<file path="src/amp_fault_params.svh">
`ifndef AMP_FAULT_PARAMS_SVH
`define AMP_FAULT_PARAMS_SVH

// Detector hysteresis: a raw level must hold this long to be believed
`define OC_HYST_NS        200
`define CLK_PERIOD_NS     50
`define OC_HYST_CYC       ((`OC_HYST_NS + `CLK_PERIOD_NS - 1) / `CLK_PERIOD_NS)

// Gain reducer timing
`define AGC_STEP_NS       1000
`define AGC_STEP_CYC      (`AGC_STEP_NS / `CLK_PERIOD_NS)
`define AGC_REL_CYC       4000
`define AGC_MAX_STEP      7

// Thermal warning attenuation floor step
`define THERM_WARN_STEP   2

// Initialisation length after reset release, in cycles
`define INIT_CYC          64

`endif

</file>
<file path="src/amp_fault_pkg.sv">
package amp_fault_pkg;

  typedef enum logic [2:0] {
    ST_INIT = 3'b001,
    ST_WAIT = 3'b010,
    ST_RUN  = 3'b100
  } prot_state_t;

endpackage

</file>
<file path="src/oc_detector.sv">
`timescale 1ns/1ps
`default_nettype none

`include "amp_fault_params.svh"

module oc_detector #(
  parameter int HYST = `OC_HYST_CYC
) (
  // Clock and reset
  input  wire logic clk_sys,
  input  wire logic rst_n,
  // Raw comparator level, already synchronised
  input  wire logic raw,
  // Filtered level
  output var  logic level
);

  localparam int CW = $clog2(HYST + 1);

  logic [CW-1:0] cnt_q;
  logic [CW-1:0] cnt_d;
  logic          level_q;
  logic          level_d;

  // ----------------------------------------------------------------------
  // Hysteresis filter
  // ----------------------------------------------------------------------
  // Switching spikes are shorter than HYST, so they never flip the level
  always_comb begin
    cnt_d   = cnt_q;
    level_d = level_q;
    if (raw == level_q) begin
      cnt_d = '0;
    end else if (cnt_q == CW'(HYST - 1)) begin
      cnt_d   = '0;
      level_d = raw;
    end else begin
      cnt_d = cnt_q + CW'(1);
    end
  end

  always_ff @(posedge clk_sys) begin
    if (!rst_n) begin
      cnt_q   <= '0;
      level_q <= 1'b0;
    end else begin
      cnt_q   <= cnt_d;
      level_q <= level_d;
    end
  end

  assign level = level_q;

endmodule

`default_nettype wire

</file>
<file path="src/amp_fault_protection.sv">
// Behaviour
// - Low overcurrent drives channel fault line low only while it lasts.
// - High overcurrent latches stage shutdown (pin floats) and fault line.
// - Fault is reported on the line of the detecting channel.
// - Four fault lines: pulse for low, latched level for high threshold.
// - Detectors filter out short PWM switching transients with hysteresis.
// - Three sense inputs judged according to selected output mode.
// - During reset the shared pin is a configuration input.
// - After initialisation the shared pin is an active-low error output.
// - Shared pin driven low while bus master activity during initialisation.
// - Low thermal threshold raises warning and attenuates, no shutdown.
// - High thermal threshold latches shutdown of all stages, all faults low.
// - Sensed overload steps gain down, by event timing and persistence.
// - Short circuit, high temperature or undervoltage shut outputs down.
// - Operation blocked until all supplies are in limits.
// - Supply dropout shuts outputs and drives all four fault lines.
`timescale 1ns/1ps
`default_nettype none

`include "amp_fault_params.svh"

module amp_fault_protection
  import amp_fault_pkg::*;
#(
  parameter int NCH      = 4,
  parameter int NSENSE   = 3,
  parameter int INIT_CYC = `INIT_CYC,
  parameter int REL_CYC  = `AGC_REL_CYC
) (
  // Clock and reset
  input  wire logic              clk_sys,
  input  wire logic              rst_n,
  // Analog comparators: overcurrent per stage, temperature and supply
  input  wire logic [NCH-1:0]    oc_low,
  input  wire logic [NCH-1:0]    oc_high,
  input  wire logic              temp_warn,
  input  wire logic              temp_crit,
  input  wire logic              supply_ok,
  // Controller side
  input  wire logic [NCH-1:0]    pwm_enable,
  input  wire logic              bus_master_busy,
  input  wire logic              cfg_other,
  // Fault lines (active low) and their sense inputs
  output logic [NCH-1:0]         fault_out_lines_n,
  input  wire logic [NSENSE-1:0] fault_sense_group_n,
  // Shared error / configuration pin
  input  wire logic              shared_fault_cfg_pin_i,
  output logic                   shared_fault_cfg_pin_o,
  output logic                   shared_fault_cfg_pin_oe_n,
  // Stage control and status
  output logic [NCH-1:0]         stage_drive_en,
  output logic [1:0]             cfg_mode,
  output logic [2:0]             gain_step,
  output logic                   thermal_warn_flag
);

  // ----------------------------------------------------------------------
  // Synchronisers
  // ----------------------------------------------------------------------
  logic [2*NCH+2:0]  raw_a_q, raw_b_q;
  logic [NSENSE-1:0] sns_a_q, sns_b_q;

  always_ff @(posedge clk_sys) begin
    if (!rst_n) begin
      raw_a_q <= {1'b1, {(2*NCH+2){1'b0}}}; // Idle levels, no false fault
      raw_b_q <= {1'b1, {(2*NCH+2){1'b0}}};
      sns_a_q <= '1;
      sns_b_q <= '1;
    end else begin
      raw_a_q <= {supply_ok, temp_crit, temp_warn, oc_high, oc_low};
      raw_b_q <= raw_a_q;
      sns_a_q <= fault_sense_group_n;
      sns_b_q <= sns_a_q;
    end
  end

  // ----------------------------------------------------------------------
  // Detector filters
  // ----------------------------------------------------------------------
  logic [NCH-1:0] lo_lvl, hi_lvl;

  for (genvar i = 0; i < NCH; i++) begin : g_det
    oc_detector u_lo (
      .clk_sys (clk_sys),
      .rst_n   (rst_n),
      .raw     (raw_b_q[i]),
      .level   (lo_lvl[i])
    );
    oc_detector u_hi (
      .clk_sys (clk_sys),
      .rst_n   (rst_n),
      .raw     (raw_b_q[NCH+i]),
      .level   (hi_lvl[i])
    );
  end

  logic warn_s, crit_s, sup_ok_s;
  assign warn_s   = raw_b_q[2*NCH];
  assign crit_s   = raw_b_q[2*NCH+1];
  assign sup_ok_s = raw_b_q[2*NCH+2];

  // ----------------------------------------------------------------------
  // Sequencing and latches
  // ----------------------------------------------------------------------
  prot_state_t    st_q, st_d;
  logic [15:0]    init_q, init_d;
  logic [1:0]     cfg_q, cfg_d;
  logic [NCH-1:0] hi_latch_q, hi_latch_d;
  logic           therm_q, therm_d;
  logic [NCH-1:0] fault_n_d, drive_d;
  logic           pin_o_d, pin_oe_n_d, pin_o_q, pin_oe_n_q;
  logic [NCH-1:0] fault_n_q, drive_q;
  logic           warn_q;

  always_comb begin
    st_d       = st_q;
    init_d     = init_q;
    cfg_d      = cfg_q;
    hi_latch_d = hi_latch_q;
    therm_d    = therm_q;
    unique case (st_q)
      ST_INIT: begin
        // First cycle after release: strap still reflects the pull
        cfg_d  = {shared_fault_cfg_pin_i, cfg_other};
        init_d = '0;
        st_d   = ST_WAIT;
      end
      ST_WAIT: begin
        if (!sup_ok_s) begin
          init_d = '0;
        end else if (init_q == 16'(INIT_CYC - 1)) begin
          st_d = ST_RUN;
        end else begin
          init_d = init_q + 16'h0001;
        end
      end
      ST_RUN: begin
        // Acknowledge takes priority only when no new event is present
        for (int i = 0; i < NCH; i++) begin
          if (hi_lvl[i]) begin
            hi_latch_d[i] = 1'b1;
          end else if (!pwm_enable[i]) begin
            hi_latch_d[i] = 1'b0;
          end
        end
        if (crit_s) begin
          therm_d = 1'b1;
        end else if (pwm_enable == '0) begin
          therm_d = 1'b0;
        end
        if (!sup_ok_s) begin
          st_d   = ST_WAIT;
          init_d = '0;
        end
      end
    endcase
  end

  // ----------------------------------------------------------------------
  // Output drive
  // ----------------------------------------------------------------------
  logic run;
  assign run = (st_q == ST_RUN);

  always_comb begin
    for (int i = 0; i < NCH; i++) begin
      // Own channel line only; thermal or supply shutdown pulls all low
      fault_n_d[i] = !(lo_lvl[i] || hi_latch_q[i] || therm_q
                       || !sup_ok_s);
      drive_d[i]   = run && sup_ok_s && !hi_latch_q[i] && !therm_q
                     && pwm_enable[i];
    end
    pin_o_d    = 1'b0;
    pin_oe_n_d = 1'b1;
    if (run) begin
      pin_oe_n_d = !((|hi_latch_q) || therm_q);
    end else if (st_q == ST_WAIT) begin
      pin_oe_n_d = !bus_master_busy;
    end
  end

  // ----------------------------------------------------------------------
  // Gain reducer
  // ----------------------------------------------------------------------
  // Overload persisting a full step interval takes one more step; quiet
  // time releases one step. Mode picks which sense pins count.
  logic [NSENSE-1:0] sns_mask;
  logic              ovl;
  logic [2:0]        step_q, step_d;
  logic [15:0]       tmr_q, tmr_d;
  logic [15:0]       quiet_q, quiet_d;

  always_comb begin
    unique case (cfg_q)
      2'b00, 2'b01: sns_mask = 3'b011; // Third sense unused, tied high
      default:      sns_mask = 3'b111;
    endcase
    ovl     = run && |(~sns_b_q & sns_mask);
    step_d  = step_q;
    tmr_d   = tmr_q;
    quiet_d = quiet_q;
    if (ovl) begin
      quiet_d = '0;
      if (tmr_q == 16'(`AGC_STEP_CYC) || tmr_q == '0) begin
        if (step_q != 3'(`AGC_MAX_STEP)) begin
          step_d = step_q + 3'h1;
        end
        tmr_d = 16'h0001;
      end else begin
        tmr_d = tmr_q + 16'h0001;
      end
    end else begin
      tmr_d = '0;
      if (quiet_q == 16'(REL_CYC - 1)) begin
        quiet_d = '0;
        if (step_q != '0) begin
          step_d = step_q - 3'h1;
        end
      end else begin
        quiet_d = quiet_q + 16'h0001;
      end
    end
    if (warn_s && step_d < 3'(`THERM_WARN_STEP)) begin
      step_d = 3'(`THERM_WARN_STEP);
    end
  end

  // ----------------------------------------------------------------------
  // Registers
  // ----------------------------------------------------------------------
  always_ff @(posedge clk_sys) begin
    if (!rst_n) begin
      st_q       <= ST_INIT;
      init_q     <= '0;
      cfg_q      <= '0;
      hi_latch_q <= '0;
      therm_q    <= 1'b0;
      fault_n_q  <= '1;
      drive_q    <= '0;
      pin_o_q    <= 1'b0;
      pin_oe_n_q <= 1'b1;
      warn_q     <= 1'b0;
      step_q     <= '0;
      tmr_q      <= '0;
      quiet_q    <= '0;
    end else begin
      st_q       <= st_d;
      init_q     <= init_d;
      cfg_q      <= cfg_d;
      hi_latch_q <= hi_latch_d;
      therm_q    <= therm_d;
      fault_n_q  <= fault_n_d;
      drive_q    <= drive_d;
      pin_o_q    <= pin_o_d;
      pin_oe_n_q <= pin_oe_n_d;
      warn_q     <= warn_s;
      step_q     <= step_d;
      tmr_q      <= tmr_d;
      quiet_q    <= quiet_d;
    end
  end

  assign fault_out_lines_n         = fault_n_q;
  assign stage_drive_en            = drive_q;
  assign shared_fault_cfg_pin_o    = pin_o_q;
  assign shared_fault_cfg_pin_oe_n = pin_oe_n_q;
  assign cfg_mode                  = cfg_q;
  assign gain_step                 = step_q;
  assign thermal_warn_flag         = warn_q;

endmodule

`default_nettype wire

</file>
<file path="config.mk">
export PLATFORM = sky130hd
export DESIGN_NAME = amp_fault_protection
export DESIGN_NICKNAME = d
export VERILOG_FILES = /design/src/amp_fault_pkg.sv /design/src/oc_detector.sv /design/src/amp_fault_protection.sv
export VERILOG_INCLUDE_DIRS = /design/src /design/src/src
export SDC_FILE = /design/constraint.sdc
export NUM_CORES = 1
export LEC_CHECK = 0
export BUFFER_PORTS_ARGS = -buffer_cell sky130_fd_sc_hd__buf_2
export CAP_MARGIN = 20
export CORE_UTILIZATION = 41
export CTS_CLUSTER_SIZE = 8
export DETAILED_ROUTE_END_ITERATION = 8
export MAX_ROUTING_LAYER = met4
export PLACE_DENSITY_LB_ADDON = 0.2
export SYNTH_ARGS = -nofsm -noshare
export SYNTH_HDL_FRONTEND = slang
export SYNTH_SLANG_ARGS = --single-unit
</file>
<file path="constraint.sdc">
create_clock -name clk_sys -period 2.6 [get_ports clk_sys]
set_clock_uncertainty 0.05 [all_clocks]
set_input_delay 0 -clock clk_sys [delete_from_list [all_inputs] [get_ports clk_sys]]
set_output_delay 0 -clock clk_sys [all_outputs]
set_load 0.02 [all_outputs]
</file>
==> summary.md, run 1 <==
| Metric | Value |
|---|---|
| Status | finished clean |
| Synth Warn # | 0 |
| Commonest non-fill, non-tap cells in the layout | 131 x dfxtp_1, 83 x nor2_1, 37 x buf_2 |
| Post-synth net total | 595 |
| Die span in y | 115 um |
| Fmax | 467 MHz |
| Worst R2R Start | quiet_q[0] |
| Share of cells above drive strength 1 | 12.4% |
| Post-CTS Setup Bufs | 0 |
| Post-route minimum period | 2.14 ns |
| Clk root buf | clkbuf_16 |
| # setup viols final | 0 |
| Max_cap viols | 0 |
| Post-route setup slack | 0.461 ns |
| Die Footprint | 13100 um2 |
| HPWL after detailed placement | 6.61 mm |
| RSZ-0062 raised after global routing | false |
| Top Ports | 39 |
| Final core utilization | 52.9% |
| Synth Area in Adders | 5.77% |
| Multiplexer share of the synthesized area | 2.12% |
| First-pass GRT wire length | 16.5 mm |
| Yosys top cell area share | 50.4% |
| Hold_sp | oc_low[1] |
| Largest family of logic cells by synthesized area | simple AND/OR/NAND/NOR gates |
| Synth Area in XOR/XNOR | 6.56% |
| H-tree depth | 4 |
| Leak Pwr | 2.52 nW |
| VDD IR max | 0.000486 V |
| CP Cell Sequence | ha_1, and4_1, nand4_1, or4b_1, o21ai_1, a2111oi_2 |
| CP Capture Type | flop |
| Synth Instances | 548 |
| Startpoint types | flop |
| Global route total overflow | 0 |
| ANT cells | 0 |
| Async S/R FF share, synth | 0% |
| Synth-to-layout area growth | 24.1% |
| Port Buffers | 37 |
| Post-Synth Simple-Gate Area | 24.9% |
| Synthesized area | 5200 um2 |
| Vias/cell | 4.85 |
| Placement Setup Slack | 0.472 ns |
| Cell Pwr Density | 717 nW/um2 |
| Worst Reg-to-Reg Cells | 6 |
| Register bit total from synthesis | 131 |
| Vias in the first global route | 3804 |
| CTS tree | yes |
| Sequential area share after synthesis | 50.4% |
| DR WL/cell | 11.9 um |
| WP data required | 2.83 ns |
| Hold path cells | 3 |
| Global placement routability congestion | 0.785 |
| Drt pass-1 iters | 4 |
| Setup Total Neg Slack | 0 ns |
| FP Rows | 40 |
| # fillers | 1143 |
| Hold Path Sink | raw_a_q[1] |
| CP arrival | 2.37 ns |
| Area leader, netlist | dfxtp_1 |
| Largest net degree at the start of global routing | 25 |
| DRC errors left | 0 |
| Crit-path max FO | 9 |
| Detailed-route via count | 3893 |
| Setup CP Type | flop to flop |
| Slew Limit Fails | 0 |
| Initial Utilization | 42.6% |
| Clock Tree Buf Depth | 2 |
| Slew @ Worst Pin | 0.562 ns |
| Fin nets | 669 |
| Area after DPL | 5570 um2 |
| Tcrit/Tclk final | 82.3% |
| Worst skew pair latency | 0.41 ns |
| Worst Hold Class | input pin to flop |
| Clk slew on worst S/H paths | 0.06 ns |
| Synth unique cells | 52 |
| Clk sinks | 131 |
| CTS buffer count | 17 |
| GR Util All Layers | 16.8% |
| Relative slew slack | 62.4% |
| Cell area after layout | 6460 um2 |
| Max incr delay on CP | 0.59 ns |
| Final WL | 9.55 mm |
| Number of flops mapped to enable cells by yosys | 0 |
| Top FF cell, synth | dfxtp_1 |
| Most common cell after layout, fill and taps aside | dfxtp_1 |
| Syn avg cell area | 9.50 um2 |
| Die Width | 115 um |
| Hold WS | 0.281 ns |
| Antenna violations before repair | 0 |
| Final Hold Viols | 0 |
| Post-route ant nets | 0 |
| Flop2flop setup slack | 0.46 ns |
| Starting DRT DRC Count | 126 |
| Most area-consuming cells after synthesis | dfxtp_1 50%, nor2_1 6.0%, ha_1 5.8% |
| Core area | 12200 um2 |
| CP max-delay cell | or4b_1 |
| Compound-Gate Fraction of Synth Area | 7.02% |
[Yosys cell counts, drive strengths merged, types with 2 or more instances]
master    n
and4      5
or4       4
and4bb    2
o211ai    4
inv      25
nor2     83
or3      14
and2     25
buf       6
o31ai     8
nand2b   10
dfxtp   131
a31oi     2
nand3    19
mux2i    11
ha       24
nand2    34
xnor2    19
nor3b     7
clkbuf    9
o21a      5
nand4    14
xor2     20
nor4      6
and3      9
nor3      9
a21oi    12
o21ai    13
[power breakdown]
part           internal (W)  total [W]  switching, W
Clock               0.00156    0.00242      0.000857
Combinational     0.0000808   0.000151     0.0000703
Sequential          0.00204    0.00207     0.0000210
Total               0.00368    0.00463      0.000948
[kinds of logic (layout without fill, tap and decap cells)]
group | after synthesis | in the layout
AO/OA/AOI/OAI | 54 | 54
XOR/XNOR | 39 | 39
adder cells (fa/ha/maj) | 24 | 24
buffers and inverters | 40 | 127
flip-flops | 131 | 131
multiplexers | 11 | 11
other | 1 | 1
AND/OR/NAND/NOR | 248 | 248
[worst max-delay path: cells and delay by family, from the launching register on]
family,cells,cell delay [ns]
and+or+nand+nor,3,1.16
adders and majority gates,1,0.22
DFF,1,0.38
AOI/OAI and AO/OA,2,0.20
[through the flow]
stage | std cells | total power (W)
after CTS | 803 | 0.00469
final | 803 | 0.00463
after detailed placement | 743 | 0.00223
after global routing | 803 | 0.00481
after global placement | 743 | 0.00223
after floorplan | 548 | 0.00218
[cell type report]
class,count,area [um2],area share (%)
flip-flops and latches,131,2620,40.6
clock buffers,20,457,7.07
clock inverters,12,154,2.38
inverters,25,93.8,1.45
well taps,168,210,3.26
repair buffers,70,503,7.79
multi-input cells,377,2420,37.4
[what timing repair did]
action                                 4_1_cts  5_1_grt
hold buffers                                28        0
endpoints found under the hold margin       36        0
gates resized for setup                      0        0
[per-layer routing]
layer,vias to the layer above,track usage (%),part of all wire [%]
li1,2021,-,-
met1,1807,18.5,46
met2,49,27.4,49
met3,16,5.29,3.6
met4,0,8.74,2.0
met5,-,-,0
[flip-flops by register name, summed over array words and instances (netlist names), 11 cells and up, named ones only]
signal            count
init_q               16
quiet_q              16
tmr_q                16
g_det.u_hi.cnt_q     12
g_det.u_lo.cnt_q     12
raw_a_q              11
raw_b_q              11
[worst max-delay path by stage]
| stage | startpoint | end | slack [ns] | cells past startpoint |
|---|---|---|---|---|
| finish | quiet_q[0] | flop | 0.46 | 6 |
| detailed placement | quiet_q[0] | gain_step[1] | 0.47 | 6 |
| CTS | quiet_q[0] | gain_step[1] | 0.46 | 6 |
| global route | quiet_q[0] | gain_step[1] | 0.31 | 6 |
| global placement | quiet_q[0] | flop | 0.56 | 6 |
| floorplan | quiet_q[0] | flop | 0.69 | 6 |
Power figures use the tool's default switching activity.
==> run 2: changes to the inputs <==
==> constraint.sdc (replaced) <==
create_clock -name clk_sys -period 2.2 [get_ports clk_sys]
set_clock_uncertainty 0.05 [all_clocks]
set_input_delay 0 -clock clk_sys [delete_from_list [all_inputs] [get_ports clk_sys]]
set_output_delay 0 -clock clk_sys [all_outputs]
set_load 0.02 [all_outputs]
==> run 2 against run 1 <==
  * Hold slack worse by 0.0087 ns
  * Via count down 0.98%
  * Sequential share of layout area down 0.48 points
  * Final cell count up 0.62%
  * Critical path depth unchanged
  * Largest cell class unchanged
==> summary.md, run 2 (same netlist as run 1, synthesis figures left out) <==
| Metric | Value |
|---|---|
| Hold WS | 0.272 ns |
| Crit-path max FO | 6 |
| Int Pwr | 0.00438 W |
| Drt pass-1 iters | 4 |
| Top Registers | init_q (16), quiet_q (16), tmr_q (16) |
| Top Ports | 39 |
| Slew @ Worst Pin | 0.586 ns |
| Most common cell after layout, fill and taps aside | dfxtp_1 |
| CP arrival | 2.27 ns |
| DR WL/cell | 11.8 um |
| Startpoint types | flop |
| Post-route setup slack | 0.177 ns |
| VDD IR max | 0.000546 V |
| RSZ-0062 raised after global routing | true |
| Commonest non-fill, non-tap cells in the layout | 131 x dfxtp_1, 83 x nor2_1, 37 x buf_2 |
| Starting DRT DRC Count | 192 |
| ANT cells | 0 |
| Detailed-route via count | 3855 |
| Worst skew pair latency | 0.42 ns |
| Relative slew slack | 60.6% |
| Post-route minimum period | 2.02 ns |
| Crit path max-delay family | simple AND/OR/NAND/NOR gates |
| CP Capture Type | flop |
| Core area | 12200 um2 |
| Tcrit/Tclk final | 92.0% |
| CTS tree | yes |
| Vias in the first global route | 3621 |
| P_sw | 0.00113 W |
| Final WL | 9.55 mm |
| Placement Setup Slack | 0.182 ns |
| Fin nets | 674 |
| Clk slew on worst S/H paths | 0.06 ns |
| Clock share of power | 52.4% |
| Status | finished clean |
| Global placement routability congestion | 0.792 |
| Die Width | 115 um |
| Largest net degree at the start of global routing | 28 |
| CTS buffer count | 17 |
| Switching share of power | 20.5% |
| H-tree depth | 4 |
| Sequential power share | 44.2% |
| Antenna violations before repair | 0 |
| Die Footprint | 13100 um2 |
| Port Buffers | 37 |
| Leak Pwr | 2.57 nW |
| HPWL after detailed placement | 6.53 mm |
| Setup Total Neg Slack | 0 ns |
| CP Cell Sequence | ha_1, and4_1, nand4_1, or4b_1, o21ai_1, a2111oi_2 |
| Global route total overflow | 0 |
| CP max-delay cell | or4b_1 |
| GR Util All Layers | 16.5% |
| Final Hold Viols | 0 |
| Max_cap viols | 0 |
| Initial Utilization | 42.6% |
| WP data required | 2.44 ns |
| Slew Limit Fails | 0 |
| Cell Pwr Density | 844 nW/um2 |
| Clk sinks | 131 |
| # setup viols final | 0 |
| Die span in y | 115 um |
| Combinational share of power | 3.3% |
| Vias/cell | 4.77 |
| Post-route ant nets | 0 |
| Worst path bufs/invs | 0 |
| Share of cells above drive strength 1 | 13.6% |
| Post-CTS Setup Bufs | 0 |
| Max incr delay on CP | 0.56 ns |
| Setup CP Type | flop to flop |
| Clock Tree Buf Depth | 2 |
| Clk root buf | clkbuf_16 |
| Synth-to-layout area growth | 25.6% |
| First-pass GRT wire length | 16.3 mm |
| Fmax | 494 MHz |
| FP Rows | 40 |
| DRC errors left | 0 |
| Worst Hold Class | input pin to flop |
## run 2: cell count changes in the layout (fill, tap and decap cells not counted)
cell	delta
buf_12	+1
buf_4	+3
clkbuf_1	-1
clkbuf_8	+1
clkinv_4	+3
clkinvlp_4	-1
dlygate4sd3_1	+1
inv_6	-2
nand2_1	-1
nand2_2	+1
nor4b_1	-1
nor4b_2	+1
o31ai_1	-1
o31ai_2	+1
## run 2: path summary, 6_finish.rpt
kind / from / end / slack [ns] / cells past startpoint
setup / recovery: quiet_q[0] / flop / 0.18 / 6
hold / removal: oc_low[1] / raw_a_q[1] / 0.27 / 3
setup reg to reg: quiet_q[0] / flop / 0.18 / 6
hold reg to reg: raw_a_q[10] / raw_b_q[10] / 0.36 / 1
## run 2: power groups by stage
| stage | logic (W) | registers (W) | clock network (W) |
|---|---|---|---|
| after floorplan | 0.0000880 | 0.00249 | 0 |
| after global placement | 0.000143 | 0.00249 | 0 |
| after detailed placement | 0.000146 | 0.00249 | 0 |
| after CTS | 0.000186 | 0.00244 | 0.00296 |
| after global routing | 0.000206 | 0.00244 | 0.00305 |
| final | 0.000184 | 0.00244 | 0.00289 |
## run 2: tightest hold or removal path, stage by stage
cell and delay, ns:
dlygate4sd3_1 0.52, buf_2 0.09, and2_1 0.10
## run 2: routing by layer
metal | GRT usage (%) | part of all wire (%) | vias up
met4 | 9.35 | 2.3 | 0
met3 | 4.13 | 3.0 | 19
met5 | - | 0 | -
li1 | - | - | 2033
met1 | 19.8 | 49 | 1751
met2 | 25.4 | 46 | 52
## run 2: what timing repair did
action	CTS	global route
endpoints found under the setup margin	0	1
gates resized for setup	0	3
hold buffers	29	0
endpoints found under the hold margin	34	0
## run 2: area by class of cell
cell class | count | area, um2
clock inverter | 12 | 155
inverter | 25 | 93.8
timing repair buffer | 75 | 556
clock buffer | 20 | 467
sequential | 131 | 2620
multi-input combinational | 377 | 2430
fill | 1120 | 5680
tap | 168 | 210
## run 2: stage by stage
step / power, W / utilization (%) / cell area (um2) / cells
2_1_floorplan: 0.00258 / - / 5200 / 548
3_3_place_gp: 0.00263 / 45.9 / 5610 / 747
3_5_place_dp: 0.00264 / 45.9 / 5610 / 747
4_1_cts: 0.00559 / 53.4 / 6520 / 808
5_1_grt: 0.00570 / 53.5 / 6540 / 808
6_report: 0.00552 / 53.5 / 6540 / 808
